<file path="src/common/pmc_pkg.sv">
// Shared constants, field layouts and types of the motor control core.
// Assumes a single 100 MHz clock and a synchronous active-low reset.
package pmc_pkg;
   // ----------------------------------------------------------------
   // Timing
   // ----------------------------------------------------------------
   localparam int CLK_NS = 10;
   localparam int T_RST_MIN_NS = 2000;
   localparam int T_PWM0_NS = 51000;
   localparam int T_PWM1_NS = 204000;
   localparam int T_PWM2_NS = 816000;
   localparam int T_SERVO_MID_NS = 1500000;
   localparam int T_SERVO_SPAN_NS = 500000;
   localparam int T_TACH_GATE_NS = 10000000;
   localparam int TX_BAUD = 9600;
   localparam int SERVO_STEPS = 512;
   localparam int SERVO_TICK_CYC = T_SERVO_SPAN_NS / (SERVO_STEPS * CLK_NS);
   localparam int SERVO_CENTER = T_SERVO_MID_NS / (SERVO_TICK_CYC * CLK_NS);
   // ----------------------------------------------------------------
   // Selections and protocol
   // ----------------------------------------------------------------
   localparam logic [1:0] SRC_ANALOG = 2'h0;
   localparam logic [1:0] SRC_SERVO = 2'h1;
   localparam logic [1:0] SRC_SERIAL = 2'h2;
   localparam logic [1:0] FB_NONE = 2'h0;
   localparam logic [1:0] FB_POS = 2'h1;
   localparam logic [1:0] FB_SPEED = 2'h2;
   localparam logic [7:0] START_BYTE = 8'h80;
   localparam logic [7:0] DEV_TYPE = 8'h00;
   localparam logic [5:0] MOTOR_ALL = 6'h00;
   localparam logic [5:0] MOTOR_CFG = 6'h3f;
   localparam logic [9:0] MID_LEVEL = 10'h200;
   localparam int DUTY_LIM = 1023;
   localparam int CMD_LIM = 511;
   localparam int RATE_EXP_W = 3;
   // ----------------------------------------------------------------
   // Configuration indices written by the serial config command
   // ----------------------------------------------------------------
   localparam logic [3:0] CFG_P_MULT = 4'h0;
   localparam logic [3:0] CFG_P_SHIFT = 4'h1;
   localparam logic [3:0] CFG_I_MULT = 4'h2;
   localparam logic [3:0] CFG_I_SHIFT = 4'h3;
   localparam logic [3:0] CFG_D_MULT = 4'h4;
   localparam logic [3:0] CFG_D_SHIFT = 4'h5;
   localparam logic [3:0] CFG_RATE = 4'h6;
   localparam logic [3:0] CFG_PWM = 4'h7;
   localparam logic [3:0] CFG_DIR_REV = 4'h8;
   localparam logic [3:0] CFG_MOTOR = 4'h9;

   typedef struct packed {
      logic [6:0] p_mult;
      logic [3:0] p_shift;
      logic [6:0] i_mult;
      logic [3:0] i_shift;
      logic [6:0] d_mult;
      logic [3:0] d_shift;
      logic [6:0] loop_rate_setting;
      logic [1:0] pwm_period_select;
      logic dir_rev;
      logic [5:0] motor_num;
   } pmc_cfg_s;

   localparam pmc_cfg_s CFG_RESET = '{p_mult: 7'h08, p_shift: 4'h3, i_mult: 7'h00,
      i_shift: 4'h0, d_mult: 7'h00, d_shift: 4'h0, loop_rate_setting: 7'h00,
      pwm_period_select: 2'h0, dir_rev: 1'b0, motor_num: 6'h00};

   typedef struct packed {
      logic dir;
      logic [6:0] speed;
   } pmc_ser_cmd_s;

   typedef enum logic [3:0] {
      RX_IDLE = 4'h1,
      RX_MEAS = 4'h2,
      RX_DATA = 4'h4,
      RX_STOP = 4'h8
   } pmc_rx_e;
endpackage

</file>
<file path="src/hdl/pmc_core.sv">
// Motor control core: command decode, feedback capture, PID loop, PWM and diagnostics.
// Assumes level samples come from on-chip converters on i_clk; pins are asynchronous.
//
// Contract
// - Reset held low returns every register to its power-up value.
// - One command source is active, chosen by a static select input.
// - Analog level mid-scale means stop; below reverse, above forward.
// - Servo pulse of 1.5 ms stops; longer forward, shorter reverse.
// - Serial receiver finds its own bit rate, about 2000 to 60000 baud.
// - Diagnostic bytes with feedback and fault flags go out on serial output.
// - Feedback mode none, position or speed sets how commands are read.
// - PID runs only with feedback; otherwise command drives motor directly.
// - Loop error is target minus measured feedback.
// - Position feedback is a 10-bit unsigned level.
// - Speed feedback is a 10-bit tachometer frequency count.
// - Output is P times error plus I times sum plus D times change.
// - Each gain is multiplier then arithmetic right shift.
// - Loop period is PWM period times (bits 6-3 plus one) times 2^bits 2-0.
// - PWM period codes 0, 1, 2 give 51, 204, 816 us.
// - All gains, shifts, loop rate and PWM period are set over serial.
// - Forward drives positive terminal unless direction reversal is set.
// - Serial frames are 8N1, non-inverted.
// - Command opens with 0x80 then type 0x00; others ignored till next start.
// - Byte 3 bit 0 is direction, bits 1-6 motor number 0 or own.
// - Speed 0x00 off to 0x7F full; position mode zero speed holds or disables.
module pmc_core #(
   parameter int PWM_CYC0 = pmc_pkg::T_PWM0_NS / pmc_pkg::CLK_NS,
   parameter int PWM_CYC1 = pmc_pkg::T_PWM1_NS / pmc_pkg::CLK_NS,
   parameter int PWM_CYC2 = pmc_pkg::T_PWM2_NS / pmc_pkg::CLK_NS,
   parameter int TACH_GATE_CYC = pmc_pkg::T_TACH_GATE_NS / pmc_pkg::CLK_NS,
   parameter int TX_BIT_CYC = 1000000000 / (pmc_pkg::TX_BAUD * pmc_pkg::CLK_NS)
) (
   input wire logic i_clk,
   input wire logic i_rst_n,
   input wire logic [1:0] i_src_sel,
   input wire logic [1:0] i_fb_mode,
   input wire logic [9:0] i_cmd_level,
   input wire logic [9:0] i_fb_level,
   input wire logic i_servo,
   input wire logic i_tach,
   input wire logic i_rx,
   output logic o_tx,
   output logic o_drive_pos,
   output logic o_drive_neg
);
   import pmc_pkg::*;

   function automatic int clamp(input int v, input int lim);
      clamp = (v > lim) ? lim : ((v < -lim) ? -lim : v);
   endfunction

   function automatic logic [16:0] pwm_len(input logic [1:0] sel);
      case (sel)
         2'h1: pwm_len = 17'(PWM_CYC1);
         2'h2: pwm_len = 17'(PWM_CYC2);
         default: pwm_len = 17'(PWM_CYC0);
      endcase
   endfunction

   // ----------------------------------------------------------------
   // Pin synchronisers
   // ----------------------------------------------------------------
   localparam logic [6:0] SYNC_RST = 7'h01;
   logic [6:0] s1_q, s2_q;
   logic servo_prev_q, tach_prev_q, rx_prev_q;
   logic [1:0] src, fbm;
   logic servo_s, tach_s, rx_s;
   assign {src, fbm, servo_s, tach_s, rx_s} = s2_q;

   always_ff @(posedge i_clk) begin
      if (!i_rst_n) begin
         s1_q <= SYNC_RST;
         s2_q <= SYNC_RST;
         {servo_prev_q, tach_prev_q, rx_prev_q} <= 3'h1;
      end else begin
         s1_q <= {i_src_sel, i_fb_mode, i_servo, i_tach, i_rx};
         s2_q <= s1_q;
         {servo_prev_q, tach_prev_q, rx_prev_q} <= {servo_s, tach_s, rx_s};
      end
   end

   pmc_cfg_s cfg_q;
   pmc_ser_cmd_s ser_q;

   // ----------------------------------------------------------------
   // PWM timebase and loop tick
   // ----------------------------------------------------------------
   logic [16:0] pwm_cnt_q, thr_q;
   logic [11:0] lp_cnt_q, lp_len;
   logic [9:0] duty_q;
   logic dir_q, pwm_wrap, tick;
   logic [26:0] thr_full;
   assign pwm_wrap = pwm_cnt_q >= pwm_len(cfg_q.pwm_period_select) - 17'h1;
   assign lp_len = (12'h1 + 12'(cfg_q.loop_rate_setting[6:RATE_EXP_W]))
      << cfg_q.loop_rate_setting[RATE_EXP_W-1:0];
   assign tick = pwm_wrap && (lp_cnt_q >= lp_len - 12'h1);
   assign thr_full = duty_q * pwm_len(cfg_q.pwm_period_select);

   always_ff @(posedge i_clk) begin
      if (!i_rst_n) begin
         pwm_cnt_q <= '0;
         lp_cnt_q <= '0;
         thr_q <= '0;
         o_drive_pos <= 1'b0;
         o_drive_neg <= 1'b0;
      end else begin
         pwm_cnt_q <= pwm_wrap ? '0 : pwm_cnt_q + 17'h1;
         if (pwm_wrap) begin
            lp_cnt_q <= tick ? '0 : lp_cnt_q + 12'h1;
            // Duty is latched per period so a change never makes a runt pulse.
            thr_q <= thr_full[26:10];
         end
         o_drive_pos <= (pwm_cnt_q < thr_q) && (dir_q ^ cfg_q.dir_rev);
         o_drive_neg <= (pwm_cnt_q < thr_q) && !(dir_q ^ cfg_q.dir_rev);
      end
   end

   // ----------------------------------------------------------------
   // Servo pulse width and tachometer frequency
   // ----------------------------------------------------------------
   logic [6:0] srv_pre_q;
   logic [11:0] srv_cnt_q, srv_w_q;
   logic [19:0] gate_q;
   logic [9:0] tach_cnt_q, tach_meas_q;

   always_ff @(posedge i_clk) begin
      if (!i_rst_n) begin
         srv_pre_q <= '0;
         srv_cnt_q <= '0;
         srv_w_q <= 12'(SERVO_CENTER);
         gate_q <= '0;
         tach_cnt_q <= '0;
         tach_meas_q <= '0;
      end else begin
         srv_pre_q <= (srv_pre_q >= 7'(SERVO_TICK_CYC - 1) || !servo_s) ? '0 : srv_pre_q + 7'h1;
         if (!servo_s) begin
            srv_cnt_q <= '0;
         end else if (srv_pre_q >= 7'(SERVO_TICK_CYC - 1) && srv_cnt_q != '1) begin
            srv_cnt_q <= srv_cnt_q + 12'h1;
         end
         if (servo_prev_q && !servo_s) begin
            srv_w_q <= srv_cnt_q;
         end
         gate_q <= (gate_q >= 20'(TACH_GATE_CYC - 1)) ? '0 : gate_q + 20'h1;
         if (gate_q >= 20'(TACH_GATE_CYC - 1)) begin
            tach_meas_q <= tach_cnt_q;
            tach_cnt_q <= '0;
         end else if (tach_s && !tach_prev_q && tach_cnt_q != '1) begin
            tach_cnt_q <= tach_cnt_q + 10'h1;
         end
      end
   end

   // ----------------------------------------------------------------
   // Auto-baud serial receiver
   // ----------------------------------------------------------------
   // The first byte after lock loss must be the start byte: its low run from
   // the start bit through bit 6 is eight bit times, which sets the bit period.
   pmc_rx_e rx_q;
   logic [15:0] bit_q;
   logic [19:0] tmr_q;
   logic [2:0] idx_q;
   logic [7:0] sh_q, byte_q;
   logic lock_q, bvld_q, ferr_q;

   always_ff @(posedge i_clk) begin
      if (!i_rst_n) begin
         rx_q <= RX_IDLE;
         bit_q <= '0;
         tmr_q <= '0;
         idx_q <= '0;
         sh_q <= '0;
         byte_q <= '0;
         lock_q <= 1'b0;
         bvld_q <= 1'b0;
         ferr_q <= 1'b0;
      end else begin
         bvld_q <= 1'b0;
         case (rx_q)
            RX_IDLE: begin
               if (rx_prev_q && !rx_s) begin
                  rx_q <= lock_q ? RX_DATA : RX_MEAS;
                  tmr_q <= lock_q ? 20'(bit_q) + 20'(bit_q[15:1]) : '0;
                  idx_q <= '0;
               end
            end
            RX_MEAS: begin
               tmr_q <= tmr_q + 20'h1;
               if (rx_s) begin
                  bit_q <= 16'((tmr_q + 20'h1) >> 3);
                  lock_q <= 1'b1;
                  byte_q <= START_BYTE;
                  bvld_q <= 1'b1;
                  rx_q <= RX_IDLE;
               end else if (tmr_q == '1) begin
                  rx_q <= RX_IDLE;
               end
            end
            RX_DATA: begin
               tmr_q <= tmr_q - 20'h1;
               if (tmr_q == '0) begin
                  sh_q <= {rx_s, sh_q[7:1]};
                  idx_q <= idx_q + 3'h1;
                  tmr_q <= 20'(bit_q) - 20'h1;
                  if (idx_q == 3'h7) begin
                     rx_q <= RX_STOP;
                  end
               end
            end
            RX_STOP: begin
               tmr_q <= tmr_q - 20'h1;
               if (tmr_q == '0) begin
                  rx_q <= RX_IDLE;
                  if (rx_s) begin
                     byte_q <= sh_q;
                     bvld_q <= 1'b1;
                  end else begin
                     // A framing error means the rate is wrong; relearn it.
                     lock_q <= 1'b0;
                     ferr_q <= 1'b1;
                  end
               end
            end
            default: rx_q <= RX_IDLE;
         endcase
      end
   end

   // ----------------------------------------------------------------
   // Command parser and configuration
   // ----------------------------------------------------------------
   logic [2:0] ps_q;
   logic cfg_sel_q;
   logic [3:0] cfg_idx_q;

   always_ff @(posedge i_clk) begin
      if (!i_rst_n) begin
         ps_q <= '0;
         cfg_sel_q <= 1'b0;
         cfg_idx_q <= '0;
         cfg_q <= CFG_RESET;
         ser_q <= '0;
      end else if (bvld_q) begin
         if (byte_q[7]) begin
            ps_q <= (byte_q == START_BYTE) ? 3'h1 : 3'h0;
         end else begin
            case (ps_q)
               3'h1: ps_q <= (byte_q == DEV_TYPE) ? 3'h2 : 3'h0;
               3'h2: begin
                  cfg_sel_q <= byte_q[6:1] == MOTOR_CFG;
                  ser_q.dir <= ((byte_q[6:1] == MOTOR_ALL || byte_q[6:1] == cfg_q.motor_num)
                     && byte_q[6:1] != MOTOR_CFG) ? byte_q[0] : ser_q.dir;
                  ps_q <= (byte_q[6:1] == MOTOR_CFG || byte_q[6:1] == MOTOR_ALL
                     || byte_q[6:1] == cfg_q.motor_num) ? 3'h3 : 3'h0;
               end
               3'h3: begin
                  cfg_idx_q <= byte_q[3:0];
                  if (!cfg_sel_q) begin
                     ser_q.speed <= byte_q[6:0];
                  end
                  ps_q <= cfg_sel_q ? 3'h4 : 3'h0;
               end
               3'h4: begin
                  ps_q <= '0;
                  case (cfg_idx_q)
                     CFG_P_MULT: cfg_q.p_mult <= byte_q[6:0];
                     CFG_P_SHIFT: cfg_q.p_shift <= byte_q[3:0];
                     CFG_I_MULT: cfg_q.i_mult <= byte_q[6:0];
                     CFG_I_SHIFT: cfg_q.i_shift <= byte_q[3:0];
                     CFG_D_MULT: cfg_q.d_mult <= byte_q[6:0];
                     CFG_D_SHIFT: cfg_q.d_shift <= byte_q[3:0];
                     CFG_RATE: cfg_q.loop_rate_setting <= byte_q[6:0];
                     CFG_PWM: cfg_q.pwm_period_select <= byte_q[1:0];
                     CFG_DIR_REV: cfg_q.dir_rev <= byte_q[0];
                     CFG_MOTOR: cfg_q.motor_num <= byte_q[5:0];
                     default: ;
                  endcase
               end
               default: ps_q <= '0;
            endcase
         end
      end
   end

   // ----------------------------------------------------------------
   // Command value and PID step
   // ----------------------------------------------------------------
   int cmd, tgt, meas, err, acc_n, pid_n;
   logic loop_off;
   logic signed [11:0] err_prev_q;
   logic signed [10:0] acc_q, pid_q;
   logic sat_q;

   always_comb begin
      case (src)
         SRC_SERVO: cmd = clamp(int'(srv_w_q) - SERVO_CENTER, CMD_LIM);
         SRC_SERIAL: cmd = ser_q.dir ? int'(ser_q.speed) * 4 : -int'(ser_q.speed) * 4;
         default: cmd = int'(i_cmd_level) - int'(MID_LEVEL);
      endcase
      // Position targets span the full level range; speed targets are magnitudes.
      if (fbm == FB_POS) begin
         tgt = (src == SRC_SERIAL) ? int'(ser_q.speed) * 8 : cmd + int'(MID_LEVEL);
         meas = int'(i_fb_level);
      end else begin
         tgt = (cmd < 0) ? -cmd : cmd;
         meas = int'(tach_meas_q);
      end
      loop_off = src == SRC_SERIAL && fbm == FB_POS && ser_q.dir && ser_q.speed == '0;
      err = tgt - meas;
      acc_n = clamp(int'(acc_q) + err, DUTY_LIM);
      // The derivative is divided by the loop period's power of two only.
      pid_n = ((int'(cfg_q.p_mult) * err) >>> cfg_q.p_shift)
         + ((int'(cfg_q.i_mult) * acc_n) >>> cfg_q.i_shift)
         + (((int'(cfg_q.d_mult) * (err - int'(err_prev_q))) >>> cfg_q.d_shift)
         >>> cfg_q.loop_rate_setting[RATE_EXP_W-1:0]);
   end

   always_ff @(posedge i_clk) begin
      if (!i_rst_n) begin
         err_prev_q <= '0;
         acc_q <= '0;
         pid_q <= '0;
         sat_q <= 1'b0;
      end else if (tick && fbm != FB_NONE && !loop_off) begin
         err_prev_q <= 12'(err);
         acc_q <= 11'(acc_n);
         pid_q <= 11'(clamp(pid_n, DUTY_LIM));
         sat_q <= pid_n > DUTY_LIM || pid_n < -DUTY_LIM;
      end else if (fbm == FB_NONE || loop_off) begin
         err_prev_q <= '0;
         acc_q <= '0;
         pid_q <= '0;
      end
   end

   always_ff @(posedge i_clk) begin
      if (!i_rst_n) begin
         duty_q <= '0;
         dir_q <= 1'b1;
      end else begin
         case (fbm)
            FB_POS: begin
               duty_q <= 10'(pid_q < 0 ? -int'(pid_q) : int'(pid_q));
               dir_q <= pid_q >= 0;
            end
            FB_SPEED: begin
               duty_q <= 10'(pid_q < 0 ? 0 : int'(pid_q));
               dir_q <= cmd >= 0;
            end
            default: begin
               duty_q <= 10'(clamp((cmd < 0 ? -cmd : cmd) * 2, DUTY_LIM));
               dir_q <= cmd >= 0;
            end
         endcase
      end
   end

   // ----------------------------------------------------------------
   // Diagnostic transmitter
   // ----------------------------------------------------------------
   // One byte per loop tick; ticks that arrive mid-frame are skipped.
   logic [9:0] tx_sh_q;
   logic [3:0] tx_n_q;
   logic [13:0] tx_tmr_q;

   always_ff @(posedge i_clk) begin
      if (!i_rst_n) begin
         tx_sh_q <= '1;
         tx_n_q <= '0;
         tx_tmr_q <= '0;
         o_tx <= 1'b1;
      end else if (tx_n_q == '0) begin
         o_tx <= 1'b1;
         if (tick) begin
            tx_sh_q <= {1'b1, sat_q, ferr_q, 6'(meas >> 4), 1'b0};
            tx_n_q <= 4'ha;
            tx_tmr_q <= '0;
         end
      end else begin
         o_tx <= tx_sh_q[0];
         tx_tmr_q <= (tx_tmr_q >= 14'(TX_BIT_CYC - 1)) ? '0 : tx_tmr_q + 14'h1;
         if (tx_tmr_q >= 14'(TX_BIT_CYC - 1)) begin
            tx_sh_q <= {1'b1, tx_sh_q[9:1]};
            tx_n_q <= tx_n_q - 4'h1;
         end
      end
   end
endmodule

</file>
<file path="config.mk">
export PLATFORM = sky130hd
export DESIGN_NAME = pmc_core
export DESIGN_NICKNAME = d
export VERILOG_FILES = /design/src/common/pmc_pkg.sv /design/src/hdl/pmc_core.sv
export SDC_FILE = /design/constraint.sdc
export NUM_CORES = 2
export LEC_CHECK = 0
export BUFFER_PORTS_ARGS = -buffer_cell sky130_fd_sc_hd__buf_2
export CORE_MARGIN = 3
export CORE_UTILIZATION = 35
export CTS_CLUSTER_SIZE = 24
export DETAILED_ROUTE_END_ITERATION = 8
export MAX_ROUTING_LAYER = met4
export SYNTH_ARGS = -nofsm -noshare
export SYNTH_HDL_FRONTEND = slang
export SYNTH_SLANG_ARGS = --single-unit
</file>
<file path="constraint.sdc">
create_clock -name i_clk -period 22.1 [get_ports i_clk]
set_clock_uncertainty 0.2 [all_clocks]
set_input_delay 2.21 -clock i_clk [delete_from_list [all_inputs] [get_ports i_clk]]
set_output_delay 2.21 -clock i_clk [all_outputs]
set_load 0.02 [all_outputs]
</file>
==> summary.md <==
| Metric | Value |
|---|---|
| Final HPWL DP | 122000 µm |
| Worst path top cell family by delay | simple AND/OR/NAND/NOR gates |
| Clock share of power | 25.0% |
| Number of remaining DRC errors | 0 |
| Commonest cells after routing, fill and taps aside | inv_1 (684), nor2_1 (633), nand2_1 (544) |
| Minimum clock period | 20.79 ns |
| Switching Share | 45.0% |
| Fin cells | 8389 |
| Starting Density | 35.5% |
| Hold_sp | s1_q[0]$_SDFF_PN1_ |
| Number of synthesis warnings | 0 |
| Final setup violating endpoints | 0 |
| Largest net degree at the start of global routing | 95 |
| Grt ovf | 0 |
| Worst Path Required | 22.42 ns |
| Slew @ Worst Pin | 1.21 ns |
| Nets@finish | 7370 |
| Final antenna-violating net count | 0 |
| Max Clk Rate | 48.1 MHz |
| ANT cells | 0 |
| Layout cells sized above 1 | 5.71% |
| Fin Setup TNS | 0 ns |
| Initial antenna violation count | 3 |
| Num rows | 141 |
| CP bufs+invs | 6 |
| Worst Path Arrival | 21.10 ns |
| Core area | 149000 µm² |
| Outcome | finished, final reports clean |
| Layout area overhead | 7.78% |
| Number of I/O port buffers | 31 |
| Crit start category | register |
| H-tree level count | 2 |
| Post-cts hold buffer count | 0 |
| Setup CP Type | reg -> reg |
| Flops & latches, synth | 337 |
| TritonCTS clock tree | built |
| Worst-path fanout max | 14 |
| Vias in the first global route | 44.6k |
| Total GRT Usage | 20.3% |
| CTS clk-pin slew, worst paths | 0.06 ns |
| Placed cell count | 8309 |
| Die area | 155000 µm² |
| Detailed router's first-iteration violation count | 3495 |
| Syn_area_per_cell | 8.12 µm² |
| Yosys top cell area share | 19.9% |
| Synth area leader | fa_1 |
| TritonRoute pass-1 iters | 5 |
| Layout filler cell count | 15.4k |
| Worst min-delay path category | reg -> reg |
| First-pass GRT wire length | 251000 µm |
| Max-slew violation count | 0 |
| Pre-CTS WS | 0.328 ns |
| Main synth FF type | dfxtp_1 |
| Routed length per instance | 18.5 µm |
| DIE WIDTH | 394 µm |
| Final hold vios | 0 |
| Root Buffer Master | clkbuf_16 |
| Longest Clk Path Bufs | 3 |
| Vias post-DR | 45.1k |
| Comb pwr share | 53.4% |
| RSZ-0062 raised after global routing | no |
| Sequential fraction of the synthesis area | 12.8% |
| Max-slew headroom | 18.5% |
| Max incr delay on CP | 0.66 ns |
| Area of the multi-input gates | 42400 µm² |
| Top cells by area, synth | fa_1 (20%), dfxtp_1 (13%), ha_1 (11%) |
| Sw power | 1.41 mW |
| CP max stage cell | or4_1 |
| Sequential share of power | 21.5% |
| Gpl congestion | 0.954 |
| Final worst-path cycle share | 94.1% |
| Maximum VDD drop | 0.0693 mV |
| Critical Path Source | srv_w_q[4]$_SDFFE_PN0P_ |
| Leak | 25.3 nW |
| Unique masters post-synth | 104 |
| Reg area | 6750 µm² |
| Total Wirelength | 155000 µm |
| TritonCTS Sinks | 337 |
| Ys async rst share | 0% |
| Mapped cell area | 52700 µm² |
| Origin of the critical flop-to-flop path | srv_w_q[4]$_SDFFE_PN0P_ |
| Worst-Skew Late Latency | 0.60 ns |
| Avg Vias per Cell | 5.37 |
| P per Cell Area | 55.3 nW/µm² |
| Internal | 1.73 mW |
| Setup slack after layout | 1.31 ns |
| Post-synthesis net count | 7499 |
| Die height | 394 µm |
| Post-synthesis cell count | 6483 |
| Commonest non-fill, non-tap cell in the layout | inv_1 |
| Post-synth EDFFs | 0 |
| Max cap viols | 0 |
| CP Capture Type | register |
| CTS buffer count | 42 |
| Ports | 32 |
-- metal layers --
metal  routed length [µm]  vias up  global-route usage (%)
li1                     -    21582                       -
met3                 8680      178                    2.07
met5                    0        -                       -
met2                69900     1217                    31.8
met4                 4370        0                    5.16
met1                72200    22088                    28.0
-- kinds of logic after synthesis --
family	count (synthesis)	share of synthesized area, %
fa+ha+maj	987	30.9
compound gates	1253	15.4
xor+xnor	365	6.31
buf+inv	992	7.11
flops	337	12.8
simple gates	2202	20.3
mux	347	7.07
-- final timing paths --
| kind | endpoint | slack [ns] | cells after the start |
|---|---|---|---|
| max | pid_q[5]$_SDFFE_PN0P_ | 1.31 | 85 |
| min | s2_q[0]$_SDFF_PN1_ | 0.23 | 1 |
| max reg2reg | pid_q[5]$_SDFFE_PN0P_ | 1.31 | 85 |
| min reg2reg | s2_q[0]$_SDFF_PN1_ | 0.23 | 1 |
-- metrics by stage --
stage / hold slack, ns / total power [mW] / util, % / instance area [µm²]
after CTS: 0.230 / 3.15 / 38.0 / 56500
after detailed placement: 0.212 / 2.34 / 37.0 / 54900
final: 0.225 / 3.14 / 38.2 / 56800
after global routing: 0.239 / 3.38 / 38.2 / 56800
after global placement: 0.213 / 2.32 / 37.0 / 54900
after floorplan: 0.186 / 1.83 / - / 52700
-- registers in the layout (all words and copies together) (netlist names), 11 cells and up --
register    cells
acc_q          11
bit_q          16
cfg_q          49
err_prev_q     12
gate_q         20
lp_cnt_q       12
pid_q          11
pwm_cnt_q      17
srv_cnt_q      12
srv_w_q        12
thr_q          17
tmr_q          20
tx_tmr_q       14
-- power groups by stage --
stage	Combinational (mW)	Clock [mW]	Sequential [mW]
finish	1.68	0.785	0.676
global route	1.87	0.828	0.681
CTS	1.67	0.808	0.675
detailed placement	1.66	0	0.688
global placement	1.63	0	0.687
floorplan	1.17	0	0.666
-- Yosys cell counts (127+ instances only) --
master / count
a21oi_1: 358
and2_1: 370
clkbuf_1: 273
dfxtp_1: 337
fa_1: 524
ha_1: 463
inv_1: 684
mux2i_1: 282
nand2_1: 545
nor2_1: 635
o21ai_0: 254
xnor2_1: 229
xor2_1: 127
-- area by class of cell --
type,instances,area share [%]
clock inverters,19,0.701
well taps,2002,4.41
flip-flops and latches,337,11.9
repair buffers,123,1.52
multi-input cells,5154,74.8
inverters,696,4.61
clock buffers,58,2.10
-- what timing repair did --
action                                  4_1_cts  5_1_grt
setup buffers                                 0        3
hold endpoints to repair                      0        0
endpoints found under the setup margin        0       12
gates resized for setup                       0       54
No activity file was read; power rests on OpenSTA's default activity.
